`src/hdl/link_supervisor_pkg.sv`:
```
// constants, register map and field layouts for the serial link supervisor
// assumes a 125 MHz converter-side clock and a 32-bit classic wishbone slave port
package link_supervisor_pkg;

    // bus geometry
    localparam int unsigned ADR_W = 12;
    localparam int unsigned DAT_W = 32;
    localparam int unsigned IDX_W = 10;
    localparam int unsigned IDX_LSB = 2;

    // register indices; byte address is four times the index
    localparam logic [IDX_W-1:0] IDX_LINK_CTRL = 10'h100;
    localparam logic [IDX_W-1:0] IDX_LINK_STAT = 10'h101;
    localparam logic [IDX_W-1:0] IDX_IRQ_STAT  = 10'h102;
    localparam logic [IDX_W-1:0] IDX_IRQ_CLR   = 10'h103;
    localparam logic [IDX_W-1:0] IDX_IRQ_EN    = 10'h104;
    localparam logic [IDX_W-1:0] IDX_WD_COUNT  = 10'h105;
    localparam logic [IDX_W-1:0] IDX_PRBS_TEST = 10'h121;
    localparam logic [IDX_W-1:0] IDX_WD_CFG    = 10'h124;
    localparam logic [IDX_W-1:0] IDX_ERROR_PULSE_WIDTH  = 10'h127;

    // reset values of the documented registers
    localparam logic [7:0] PRBS_TEST_RST = 8'h00;
    localparam logic [7:0] WD_CFG_RST    = 8'h00;
    localparam logic [7:0] ERROR_PULSE_WIDTH_RST  = 8'h00;

    // test pattern codes; 5 to 31 are reserved and behave as normal operation
    typedef enum logic [4:0] {
        PRBS_OFF = 5'h00,
        PRBS_7   = 5'h01,
        PRBS_9   = 5'h02,
        PRBS_15  = 5'h03,
        PRBS_31  = 5'h04
    } prbs_mode_t;

    // watchdog configuration layout, bit 7 down to bit 0
    typedef struct packed {
        logic       pll_reset_on_expiry;
        logic       rsvd6;
        logic [1:0] uptime_decrement_select;
        logic       rsvd3;
        logic [2:0] expiry_threshold_select;
    } wd_cfg_t;

    // error pulse width layout
    typedef struct packed {
        logic [4:0] rsvd;
        logic [2:0] error_pulse_width;
    } error_pulse_width_t;

    // reset requests toward the phy
    typedef struct packed {
        logic pll;
        logic rx;
    } phy_reset_t;

    // sticky event layout shared by status, clear and enable
    typedef struct packed {
        logic link_lost;
        logic err_report;
        logic expiry;
    } irq_vec_t;

    localparam int unsigned IRQ_W = $bits(irq_vec_t);

    // decrement steps per select code
    localparam logic [4:0] DEC_STEP_0 = 5'h01;
    localparam logic [4:0] DEC_STEP_1 = 5'h02;
    localparam logic [4:0] DEC_STEP_2 = 5'h08;
    localparam logic [4:0] DEC_STEP_3 = 5'h10;

    // timing
    localparam int unsigned CLK_PERIOD_NS    = 8;
    localparam int unsigned PHY_RST_NS       = 64;
    localparam int unsigned PHY_RST_CYC      = (PHY_RST_NS + CLK_PERIOD_NS - 1) / CLK_PERIOD_NS;
    localparam int unsigned UPTIME_MIN_CYC   = 1024;
    localparam int unsigned CHARS_PER_LINK_CK = 4;

endpackage : link_supervisor_pkg

```
`src/hdl/link_supervisor.sv`:
```
// supervision and test control for a multi-lane serial receive link:
// prbs pattern select, link watchdog with phy/pll reset, sync error pulses
// assumes status inputs synchronous to clk_i and a classic wishbone master
//
// The Wishbone register port is this design's own decision.
`timescale 1ns/100ps
`default_nettype none

module link_supervisor
    import link_supervisor_pkg::*;
#(
    parameter int unsigned CNT_W      = 24,
    parameter int unsigned THRESH_1   = 32'h0002_0000,
    parameter int unsigned THRESH_2   = 32'h0008_0000,
    parameter int unsigned THRESH_3   = 32'h0020_0000,
    parameter int unsigned THRESH_4   = 32'h0080_0000,
    parameter int unsigned UPTIME_MIN = link_supervisor_pkg::UPTIME_MIN_CYC,
    parameter int unsigned LINK_DIV   = 4
) (
    // clock and reset
    input  wire  logic                                  clk_i,
    input  wire  logic                                  rst_i,
    // wishbone slave
    input  wire  logic                                  cyc_i,
    input  wire  logic                                  stb_i,
    input  wire  logic                                  we_i,
    input  wire  logic [link_supervisor_pkg::ADR_W-1:0] adr_i,
    input  wire  logic [3:0]                            sel_i,
    input  wire  logic [link_supervisor_pkg::DAT_W-1:0] dat_i,
    output logic       [link_supervisor_pkg::DAT_W-1:0] dat_o,
    output logic                                        ack_o,
    // link status from the receiver
    input  wire  logic                                  link_up_i,
    input  wire  logic                                  crc_fault_i,
    input  wire  logic                                  soft_error_i,
    input  wire  logic                                  resync_req_i,
    // controls toward the receiver and phy
    output link_supervisor_pkg::prbs_mode_t             prbs_mode_o,
    output logic                                        link_enable_o,
    output link_supervisor_pkg::phy_reset_t             phy_reset_o,
    output logic                                        sync_n_o,
    output logic                                        irq_o
);
    import link_supervisor_pkg::*;

    // counter widths sized from the parameters so short sim values stay legal
    localparam int unsigned UP_W  = $clog2(UPTIME_MIN + 1);
    localparam int unsigned DIV_W = $clog2(LINK_DIV + 1);
    localparam int unsigned RST_W = $clog2(PHY_RST_CYC + 1);

    // register state
    logic [4:0]           prbs_sel_q;
    wd_cfg_t              wd_cfg_q;
    error_pulse_width_t            error_pulse_width_q;
    logic                 link_en_q;
    irq_vec_t             irq_stat_q;
    irq_vec_t             irq_en_q;
    logic                 ack_q;
    logic [DAT_W-1:0]     dat_q;
    logic [DAT_W-1:0]     rdata_d;

    // watchdog state
    logic [CNT_W-1:0]     wd_cnt_q;
    logic [CNT_W-1:0]     wd_cnt_d;
    logic [CNT_W-1:0]     thresh;
    logic [4:0]           dec_step;
    logic                 wd_armed;
    logic                 expiry;
    logic [UP_W-1:0]      uptime_q;
    logic                 healthy;
    logic                 credited;
    logic [RST_W-1:0]     rst_cnt_q;
    logic                 rst_pll_q;

    // sync error pulse state
    logic [DIV_W-1:0]     div_q;
    logic                 link_tick;
    logic [2:0]           pulse_left_q;
    logic                 pulse_start;
    logic                 link_up_q;
    logic                 irq_q;

    // bus decode
    logic                 req;
    logic                 wr;
    logic [IDX_W-1:0]     idx;
    irq_vec_t             irq_event;
    irq_vec_t             irq_clr;

    // a request is fresh only while no ack stands, so one cycle is one access
    assign req = cyc_i & stb_i & ~ack_q;
    assign wr  = req & we_i & sel_i[0];
    assign idx = adr_i[IDX_LSB +: IDX_W];

    // one wait state per access; ack drops in the cycle after it was given
    always_ff @(posedge clk_i) begin
        if (rst_i) begin
            ack_q <= 1'b0;
        end else begin
            ack_q <= req;
        end
    end

    // read data is latched with the request so it stands with ack
    always_ff @(posedge clk_i) begin
        if (rst_i) begin
            dat_q <= '0;
        end else if (req && !we_i) begin
            dat_q <= rdata_d;
        end
    end

    // read mux; unmapped and write-only locations read as zero
    always_comb begin
        rdata_d = '0;
        unique case (idx)
            IDX_LINK_CTRL: rdata_d[0]          = link_en_q;
            IDX_LINK_STAT: rdata_d[3:0]        = {sync_n_o, |rst_cnt_q, wd_armed, link_up_i};
            IDX_IRQ_STAT:  rdata_d[IRQ_W-1:0]  = irq_stat_q;
            IDX_IRQ_EN:    rdata_d[IRQ_W-1:0]  = irq_en_q;
            IDX_WD_COUNT:  rdata_d[CNT_W-1:0]  = wd_cnt_q;
            IDX_PRBS_TEST: rdata_d[4:0]        = prbs_sel_q;
            IDX_WD_CFG:    rdata_d[7:0]        = wd_cfg_q;
            IDX_ERROR_PULSE_WIDTH:  rdata_d[7:0]        = error_pulse_width_q;
            default:       rdata_d             = '0;
        endcase
    end

    // configuration writes; settings are not locked while enabled, the
    // hardware simply follows them, so rewriting a live link is undefined
    always_ff @(posedge clk_i) begin
        if (rst_i) begin
            prbs_sel_q <= PRBS_TEST_RST[4:0];
            wd_cfg_q   <= wd_cfg_t'(WD_CFG_RST);
            error_pulse_width_q <= error_pulse_width_t'(ERROR_PULSE_WIDTH_RST);
            link_en_q  <= 1'b0;
            irq_en_q   <= '0;
        end else if (wr) begin
            unique case (idx)
                IDX_LINK_CTRL: link_en_q  <= dat_i[0];
                IDX_PRBS_TEST: prbs_sel_q <= dat_i[4:0];
                IDX_WD_CFG:    wd_cfg_q   <= wd_cfg_t'(dat_i[7:0]);
                IDX_ERROR_PULSE_WIDTH:  error_pulse_width_q <= error_pulse_width_t'(dat_i[7:0]);
                IDX_IRQ_EN:    irq_en_q   <= irq_vec_t'(dat_i[IRQ_W-1:0]);
                default:       ;
            endcase
        end
    end

    // pattern decode; reserved codes fall back to normal operation
    always_ff @(posedge clk_i) begin
        if (rst_i) begin
            prbs_mode_o <= PRBS_OFF;
        end else begin
            unique case (prbs_sel_q)
                PRBS_7:  prbs_mode_o <= PRBS_7;
                PRBS_9:  prbs_mode_o <= PRBS_9;
                PRBS_15: prbs_mode_o <= PRBS_15;
                PRBS_31: prbs_mode_o <= PRBS_31;
                default: prbs_mode_o <= PRBS_OFF;
            endcase
        end
    end

    // link enable goes straight out of its flip-flop
    assign link_enable_o = link_en_q;

    // threshold and step selection
    always_comb begin
        thresh   = '0;
        wd_armed = 1'b0;
        dec_step = DEC_STEP_0;
        unique case (wd_cfg_q.expiry_threshold_select)
            3'd1: begin
                thresh   = CNT_W'(THRESH_1);
                wd_armed = link_en_q;
            end
            3'd2: begin
                thresh   = CNT_W'(THRESH_2);
                wd_armed = link_en_q;
            end
            3'd3: begin
                thresh   = CNT_W'(THRESH_3);
                wd_armed = link_en_q;
            end
            3'd4: begin
                thresh   = CNT_W'(THRESH_4);
                wd_armed = link_en_q;
            end
            default: begin
                thresh   = '0;
                wd_armed = 1'b0;
            end
        endcase
        unique case (wd_cfg_q.uptime_decrement_select)
            2'd0: dec_step = DEC_STEP_0;
            2'd1: dec_step = DEC_STEP_1;
            2'd2: dec_step = DEC_STEP_2;
            2'd3: dec_step = DEC_STEP_3;
        endcase
    end

    // a crc alarm counts as down, an up link with bad data is no credit
    assign healthy  = link_up_i & ~crc_fault_i;
    assign credited = healthy & (uptime_q == UP_W'(UPTIME_MIN));

    // uptime qualifier: short bursts of link-up are not credited, which keeps
    // a flapping link from holding the counter down
    always_ff @(posedge clk_i) begin
        if (rst_i || !healthy) begin
            uptime_q <= '0;
        end else if (uptime_q != UP_W'(UPTIME_MIN)) begin
            uptime_q <= uptime_q + 1'b1;
        end
    end

    // next count: climb while down, fall by the step while credited
    always_comb begin
        wd_cnt_d = wd_cnt_q;
        if (!healthy) begin
            wd_cnt_d = wd_cnt_q + 1'b1;
        end else if (credited) begin
            if (wd_cnt_q > CNT_W'(dec_step)) begin
                wd_cnt_d = wd_cnt_q - CNT_W'(dec_step);
            end else begin
                wd_cnt_d = '0;
            end
        end
    end

    // no second expiry while the phy is still held, the pulse stays whole
    assign expiry = wd_armed && (wd_cnt_q >= thresh) && (rst_cnt_q == '0);

    // watchdog counter; cleared while disarmed or at expiry, frozen while the phy is held in reset
    always_ff @(posedge clk_i) begin
        if (rst_i || !wd_armed || expiry) begin
            wd_cnt_q <= '0;
        end else if (rst_cnt_q == '0) begin
            wd_cnt_q <= wd_cnt_d;
        end
    end

    // phy reset stretcher; pll choice is latched at expiry
    always_ff @(posedge clk_i) begin
        if (rst_i) begin
            rst_cnt_q <= '0;
            rst_pll_q <= 1'b0;
        end else if (expiry) begin
            rst_cnt_q <= RST_W'(PHY_RST_CYC);
            rst_pll_q <= wd_cfg_q.pll_reset_on_expiry;
        end else if (rst_cnt_q != '0) begin
            rst_cnt_q <= rst_cnt_q - 1'b1;
        end
    end

    // reset outputs decoded from the stretcher count
    assign phy_reset_o.rx  = (rst_cnt_q != '0);
    assign phy_reset_o.pll = (rst_cnt_q != '0) & rst_pll_q;

    // link clock enable; restarted at each pulse so a pulse is whole periods
    assign pulse_start = link_en_q && soft_error_i && (error_pulse_width_q.error_pulse_width != '0)
                         && (pulse_left_q == '0);
    assign link_tick   = (div_q == DIV_W'(LINK_DIV - 1));

    // divider for the link clock enable; free running between pulses
    always_ff @(posedge clk_i) begin
        if (rst_i || pulse_start || link_tick) begin
            div_q <= '0;
        end else begin
            div_q <= div_q + 1'b1;
        end
    end

    // error pulse length in link clocks; errors during a pulse are merged
    always_ff @(posedge clk_i) begin
        if (rst_i || !link_en_q) begin
            pulse_left_q <= '0;
        end else if (pulse_start) begin
            pulse_left_q <= error_pulse_width_q.error_pulse_width;
        end else if (link_tick && pulse_left_q != '0) begin
            pulse_left_q <= pulse_left_q - 1'b1;
        end
    end

    // sync line: low requests resync or reports an error, high when idle
    always_ff @(posedge clk_i) begin
        if (rst_i) begin
            sync_n_o <= 1'b1;
        end else begin
            sync_n_o <= ~((link_en_q & resync_req_i) | pulse_start | (pulse_left_q > 3'd1)
                          | (pulse_left_q == 3'd1 && !link_tick));
        end
    end

    // event sources for the interrupt status
    always_ff @(posedge clk_i) begin
        if (rst_i) begin
            link_up_q <= 1'b0;
        end else begin
            link_up_q <= link_up_i;
        end
    end

    assign irq_event.expiry     = expiry;
    assign irq_event.err_report = pulse_start;
    assign irq_event.link_lost  = link_up_q & ~link_up_i & link_en_q;
    assign irq_clr              = (wr && idx == IDX_IRQ_CLR) ? irq_vec_t'(dat_i[IRQ_W-1:0]) : '0;

    // sticky status; an event in the clearing cycle survives the clear
    always_ff @(posedge clk_i) begin
        if (rst_i) begin
            irq_stat_q <= '0;
        end else begin
            irq_stat_q <= (irq_stat_q & ~irq_clr) | irq_event;
        end
    end

    // level interrupt, one cycle behind the status
    always_ff @(posedge clk_i) begin
        if (rst_i) begin
            irq_q <= 1'b0;
        end else begin
            irq_q <= |(irq_stat_q & irq_en_q);
        end
    end

    // all outputs below come from flip-flops
    assign irq_o = irq_q;
    assign ack_o = ack_q;
    assign dat_o = dat_q;

endmodule // link_supervisor

`default_nettype wire

```
`config.mk`:
```
export PLATFORM = sky130hd
export DESIGN_NAME = link_supervisor
export DESIGN_NICKNAME = d
export VERILOG_FILES = /design/src/hdl/link_supervisor_pkg.sv /design/src/hdl/link_supervisor.sv
export SDC_FILE = /design/constraint.sdc
export NUM_CORES = 1
export LEC_CHECK = 0
export ABC_AREA = 1
export BUFFER_PORTS_ARGS = -buffer_cell sky130_fd_sc_hd__clkbuf_2
export CAP_MARGIN = 20
export CORE_MARGIN = 2
export CORE_UTILIZATION = 50
export DETAILED_ROUTE_END_ITERATION = 12
export PLACE_DENSITY_LB_ADDON = 0.15
export SETUP_SLACK_MARGIN = 0.1
export SLEW_MARGIN = 10
export SYNTH_ARGS = -nofsm -noshare
export SYNTH_HDL_FRONTEND = slang
export SYNTH_SLANG_ARGS = --single-unit
export TNS_END_PERCENT = 20
```
`constraint.sdc`:
```
create_clock -name clk_i -period 4.2 [get_ports clk_i]
set_input_delay 0.63 -clock clk_i [delete_from_list [all_inputs] [get_ports clk_i]]
set_output_delay 0.63 -clock clk_i [all_outputs]
set_load 0.005 [all_outputs]
```
==> flow_metrics.py, run 1 <==
metrics = {
    "critical_path": {
        "cpPeakStageDelay_ns": 0.36,
        "cp.arrival_ns": 1.64,
        "critPathKind": "reg2out",
        "end_kind": "output pin",
        "path_cells": "inv_1 > ha_1 > nand3_1 > inv_2 > nor2_1 > clkbuf_2",
        "crit_slowest_cell": "dfxtp_1",
        "path_max_fanout": 7,
        "cp-start-kind": "flop",
        "required_ns": 3.57,
    },
    "logic_synthesis": {
        "synth_top_family_by_area": "simple AND/OR/NAND/NOR gates",
        "yosysSeqAreaShare": 0.313,
        "synthAdderAreaFrac": 0.0366,
        "syn_avg_cell_area_um2": 6.25,
        "synthCells": 1072,
        "synth-seq-cells": 105,
        "synth-main-ff-cell": "dfxtp_1",
        "ys_warn_count": 0,
        "ys_types": 41,
        "synth_edf_count": 0,
        "synth_compound_area_frac": 0.124,
        "synthMuxAreaShare": 0,
        "post_synth_xor_area_fraction": 0.0131,
        "ys_async_sr_fraction": 0,
        "netlist_area_um2": 6710,
        "synthSimpleGateAreaFrac": 0.402,
    },
    "cts": {
        "numCtsBuffers": 9,
        "root_buffer": "clkbuf_16",
        "clock_path_buffers": 2,
        "clk_latency_ns": 0.36,
        "hold_buffers": 0,
        "clkTransAtPathRegs_ns": 0.08,
        "cts_resized": 0,
        "cts_tree": "done",
        "clkSinkCount": 105,
        "htreeDepth": 3,
        "postCtsSetupRepairBufs": 0,
    },
    "timing": {
        "setup_violations": 0,
        "worst_pin_slew_ns": 0.760,
        "fin_setup_tns_ns": 0,
        "report.final.hold_viol_count": 0,
        "skew_ns": 0.0100,
        "finalCriticalPeriod_ns": 2.27,
        "whs_ns": 0.422,
        "finalCritPeriodShare": 0.540,
        "rsz0062_at_grt": "false",
        "drv_slew": 0,
        "fin_ws_ns": 1.93,
        "fmax_mhz": 441,
        "slew_headroom": 0.493,
    },
    "route": {
        "drc_errors": 0,
        "viasPerCell": 5.22,
        "drt_first_pass_iters": 5,
        "drt_wl_total_mm": 18.3,
        "antenna_left": 0,
        "wl_per_cell_um": 14.1,
        "vias": 6753,
        "drt-initial-drc-count": 427,
    },
    "finish": {
        "layout.nets": 1188,
        "utilization": 0.555,
        "layout-drive-gt1-share": 0.126,
        "final_area_um2": 7320,
        "diodes": 0,
        "fillers": 1364,
        "areaGrowthSynthToFinish_pct": 9.11,
    },
    "die": {
        "rows": 42,
        "core_um2": 13200,
        "fp.dieH_um": 120,
        "ios": 100,
        "dieArea_um2": 14400,
        "die_w_um": 120,
        "initial_core_util": 0.508,
    },
    "grt": {
        "grt_max_degree": 33,
        "grt_pass1_wl_mm": 30.8,
        "antenna_found_initial": 0,
        "grt_overflow": 0,
        "grt_pass1_vias": 6343,
        "grt.total_usage": 0.268,
    },
    "pwr": {
        "cellLeakagePower_nw": 3.23,
        "peakVddDrop_mv": 0.291,
        "comb_power_share": 0.230,
        "p_sw_frac": 0.327,
        "power_frac_clock": 0.345,
        "power.density_nw_per_um2": 332,
        "p_int_mw": 1.63,
        "p_switching_uw": 794,
        "p_seq_frac": 0.425,
    },
    "place": {
        "io_buffers": 60,
        "place_area_um2": 7030,
        "place_congestion": 0.917,
        "dp_hpwl_mm": 13.7,
        "place_ws_ns": 1.85,
    },
    "run": {
        "maxCapViolCount": 0,
    },
    "run_status": {
        "status": "complete, no violations",
    },
    "min_path": {
        "min_path_type": "reg2reg",
    },
}
## logic make-up (layout without fill, tap and decap cells)
| logic type | after synthesis | after routing |
|---|---|---|
| buffers and inverters | 171 | 207 |
| and+or+nand+nor | 617 | 617 |
| adders and majority gates | 19 | 19 |
| AOI/OAI and AO/OA | 149 | 149 |
| xor gates and xnor gates | 10 | 10 |
| other | 1 | 10 |
| DFF | 105 | 105 |
## state kept, by name, indices dropped and copies added (netlist names)
signal,count
ack_o,1
dat_o,24
div_q,3
error_pulse_width_q,8
irq_en_q,3
irq_o,1
irq_stat_q,3
link_enable_o,1
link_up_q,1
prbs_mode_o,3
prbs_sel_q,5
pulse_left_q,3
rst_cnt_q,4
rst_pll_q,1
sync_n_o,1
uptime_q,11
wd_cfg_q,8
wd_cnt_q,24
## worst max-delay path: cells and delay by family (launching register included)
kind / cells / cell delay (ns)
buffers and inverters: 3 / 0.34
DFF: 1 / 0.36
adders and majority gates: 1 / 0.23
and+or+nand+nor: 2 / 0.37
## power by group through the flow
stage	Sequential, mW	Clock (mW)	Combinational [mW]
floorplan	1.05	0	0.441
global placement	1.06	0	0.555
detailed placement	1.06	0	0.559
CTS	1.03	0.864	0.561
global route	1.03	0.895	0.649
finish	1.03	0.837	0.559
## per-layer routing
metal / track usage / part of all wire / wire length (µm) / up-vias
met3: 0.0566 / 0.046 / 832 / 43
met2: 0.448 / 0.47 / 8550 / 163
met5: 0 / 0 / 0 / -
met4: 0.109 / 0.029 / 536 / 0
met1: 0.335 / 0.46 / 8340 / 3039
li1: - / - / - / 3508
## cell usage in the layout (no fill, tap or decap), types with 3 or more instances in the layout
cell / n
nand2_1: 270
dfxtp_1: 105
nand3_1: 80
clkbuf_2: 60
clkinv_2: 3
o22ai_1: 4
clkbuf_16: 9
o21ai_1: 13
nand2_4: 4
nand4_1: 20
buf_4: 4
nor2_2: 7
conb_1: 10
nor2_4: 8
nand3b_1: 5
ha_1: 18
a21oi_1: 67
inv_2: 24
o21ai_0: 35
nor2_1: 186
nand3_2: 3
nand2_2: 8
inv_1: 100
a31oi_1: 3
xor2_1: 9
a211oi_1: 21
nor3_1: 19
## cells in the mapped netlist, types with 13 or more instances
master | n | area [µm²]
ha_1 | 18 | 225
nor2_1 | 186 | 698
nand3_1 | 80 | 400
inv_1 | 100 | 375
a21oi_1 | 67 | 335
o21ai_1 | 13 | 65.1
a211oi_1 | 21 | 158
nor3_1 | 19 | 95.1
clkbuf_1 | 16 | 60.1
buf_4 | 17 | 128
inv_2 | 24 | 90.1
o21ai_0 | 35 | 175
dfxtp_1 | 105 | 2100
nand4_1 | 20 | 125
nand2_1 | 270 | 1010
## final timing paths
path	start	to	slack, ns	cells after the start
worst max-delay path	rst_cnt_q[0]	phy_reset_o[1]	1.93	6
worst min-delay path	div_q[0]	div_q[0]	0.42	1
worst max register to register	wd_cnt_q[0]	wd_cnt_q[17]	1.98	14
worst min register to register	div_q[0]	div_q[0]	0.42	1
## metrics by stage
stage	total power, mW	cells
floorplan	1.49	1081
global placement	1.61	1277
detailed placement	1.61	1277
CTS	2.46	1293
global route	2.58	1293
finish	2.43	1293
## area by class of cell
cell class	instances	area, µm²	area share
Sequential cell	105	2100	0.287
Timing Repair Buffer	64	330	0.0452
Clock buffer	10	239	0.0327
Inverter	127	478	0.0653
Clock inverter	6	48.8	0.00667
Tap cell	176	220	0.0301
Multi-Input combinational cell	805	3900	0.533
Power figures use the tool's default switching activity.
==> run 2: changes to the inputs <==
ABC_AREA = 0   (was 1)
clock period = 2 ns   (was 4.2 ns; I/O delays follow)
==> run 2 against run 1 <==
  * The flow now finishes with violations (setup timing)
  * Combinational power up 130%
  * Final cell count down 17%
  * Setup slack worse by 2.3 ns
  * Synthesized area down 9.8%
  * Critical path depth up 4
  * Die area down 9.5%
  * Via count down 5.2%
  * Largest power group unchanged
  * Highest routed layer unchanged
==> flow_metrics.py, run 2 <==
metrics = {
    "finish": {
        "layout-drive-gt1-share": 0.287,
        "layout_common_cells": "buf_4, dfxtp_1, nor2_1",
        "finalNonFillerCells": 1070,
        "final_common_cell": "buf_4",
        "areaGrowthSynthToFinish_pct": 28.9,
        "layout.nets": 996,
        "final_area_um2": 7800,
        "diodes": 0,
        "utilization": 0.655,
    },
    "route": {
        "viasPerCell": 5.98,
        "vias": 6402,
        "drt-initial-drc-count": 619,
        "drt_first_pass_iters": 5,
        "antenna_left": 0,
        "wl_per_cell_um": 17.8,
        "drt_wl_total_mm": 19.0,
        "drc_errors": 0,
    },
    "critical_path": {
        "critPathKind": "reg2reg",
        "cp-start-kind": "flop",
        "end_kind": "flop",
        "cp.arrival_ns": 2.65,
        "reg2reg_slack_ns": -0.40,
        "required_ns": 2.25,
        "path_max_fanout": 7,
    },
    "cts": {
        "numCtsBuffers": 9,
        "clkTransAtPathRegs_ns": 0.07,
        "clkSinkCount": 105,
        "root_buffer": "clkbuf_16",
        "htreeDepth": 3,
        "cts_tree": "done",
        "clk_latency_ns": 0.36,
        "hold_buffers": 0,
        "clock_path_buffers": 2,
    },
    "timing": {
        "whs_ns": 0.202,
        "fmax_mhz": 417,
        "setup_violations": 29,
        "fin_ws_ns": -0.398,
        "rsz0062_at_grt": "true",
        "report.final.hold_viol_count": 0,
        "skew_ns": 0.00746,
        "slew_headroom": 0.595,
        "finalCriticalPeriod_ns": 2.40,
        "fin_setup_tns_ns": -8.61,
        "worst_pin_slew_ns": 0.602,
        "drv_slew": 0,
        "finalCritPeriodShare": 1.20,
    },
    "grt": {
        "grt_pass1_vias": 6116,
        "grt_pass1_wl_mm": 30.4,
        "grt.total_usage": 0.297,
        "antenna_found_initial": 0,
        "grt_overflow": 0,
        "grt_max_degree": 46,
    },
    "pwr": {
        "p_total_mw": 5.37,
        "p_sw_frac": 0.308,
        "power_frac_clock": 0.358,
        "p_int_mw": 3.72,
        "comb_power_share": 0.239,
        "cellLeakagePower_nw": 3.13,
        "power.density_nw_per_um2": 689,
        "p_seq_frac": 0.404,
        "peakVddDrop_mv": 0.486,
        "p_switching_mw": 1.65,
    },
    "die": {
        "core_um2": 11900,
        "rows": 40,
        "die_w_um": 114,
        "dieArea_um2": 13000,
        "initial_core_util": 0.508,
        "fp.dieH_um": 114,
        "ios": 100,
    },
    "logic_synthesis": {
        "ys_warn_count": 0,
        "synth_edf_count": 0,
        "ys_top_cells_by_area": "dfxtp_1, a21oi_1, nand3_1",
        "ys_types": 76,
        "synth-main-ff-cell": "dfxtp_1",
        "synth-seq-cells": 105,
        "synth_area_leader_cell": "dfxtp_1",
        "synth.most_common_cell": "dfxtp_1",
        "synthTopCellsByCount": "dfxtp_1, nand2_1, nor2_1, a21oi_1, nand3_1",
        "synthCells": 771,
        "synth_top_area_frac": 0.348,
        "yosysSeqAreaShare": 0.348,
        "syn_avg_cell_area_um2": 7.84,
        "netlist_area_um2": 6050,
        "ys_async_sr_fraction": 0,
    },
    "min_path": {
        "min_path_type": "in2reg",
    },
    "place": {
        "io_buffers": 60,
        "dp_hpwl_mm": 14.1,
        "place_ws_ns": -0.422,
        "place_congestion": 0.941,
        "place_area_um2": 7360,
        "dp_cells": 1052,
    },
    "run": {
        "maxCapViolCount": 0,
    },
    "run_status": {
        "status": "complete, but fails checks",
        "failed_checks": "setup timing",
    },
}
==> run 2: path summary, 6_finish.rpt <==
kind,startpoint,to,cells after the start
worst min-delay path,dat_i[6],wd_cfg_q[6],3
worst max register to register,wd_cfg_q[4],wd_cnt_q[8],10
worst max-delay path,wd_cfg_q[4],wd_cnt_q[8],10
worst min register to register,div_q[0],div_q[0],1
==> run 2: layout make-up <==
cell class              instances  area [µm²]
clock buffers                  10         229
clock inverters                 4        77.6
fillers                      1057        4120
inverters                      20        75.1
multi-input cells             593        3800
flip-flops and latches        105        2110
well taps                     147         184
repair buffers                191        1320
==> run 2: kinds of logic (layout without fill, tap and decap cells) <==
kind of cell	Yosys count	count (layout)	share of synthesized area
buffers and inverters	83	225	0.0616
AND/OR/NAND/NOR	343	344	0.296
XOR/XNOR	17	17	0.0246
other	1	10	0.000620
adder cells (fa/ha/maj)	19	19	0.0405
multiplexers	18	18	0.0323
AO/OA/AOI/OAI	185	185	0.197
flip-flops	105	105	0.348
==> run 2: routing by layer <==
metal | up-vias | share of wire | track usage | wire, µm
met1 | 3050 | 0.46 | 0.409 | 8760
met2 | 238 | 0.45 | 0.465 | 8610
met3 | 30 | 0.071 | 0.0648 | 1350
li1 | 3084 | - | - | -
met4 | 0 | 0.017 | 0.0951 | 316
met5 | - | 0 | 0 | 0
==> run 2: what timing repair did <==
item,in CTS,in global routing
resized for setup,13,21
gates cloned,1,0
setup endpoints to repair,31,37
setup buffers,2,1
pin swaps,6,5
==> run 2: worst max-delay path, stage by stage, from the launching register on <==
cell	delay, ns
dfxtp_2	0.33
nor2_2	0.10
ha_2	0.19
inv_2	0.04
fa_2	0.33
or2_4	0.26
a31oi_4	0.20
o2111ai_2	0.19
and2_4	0.26
and3_4	0.17
o31a_1	0.23
==> run 2: power by group through the flow <==
stage	sequential [mW]	combinational (mW)	clock (mW)
after floorplan	2.20	0.663	0
after global placement	2.21	1.12	0
after detailed placement	2.21	1.15	0
after CTS	2.17	1.20	1.95
after global routing	2.17	1.36	2.03
final	2.17	1.28	1.92
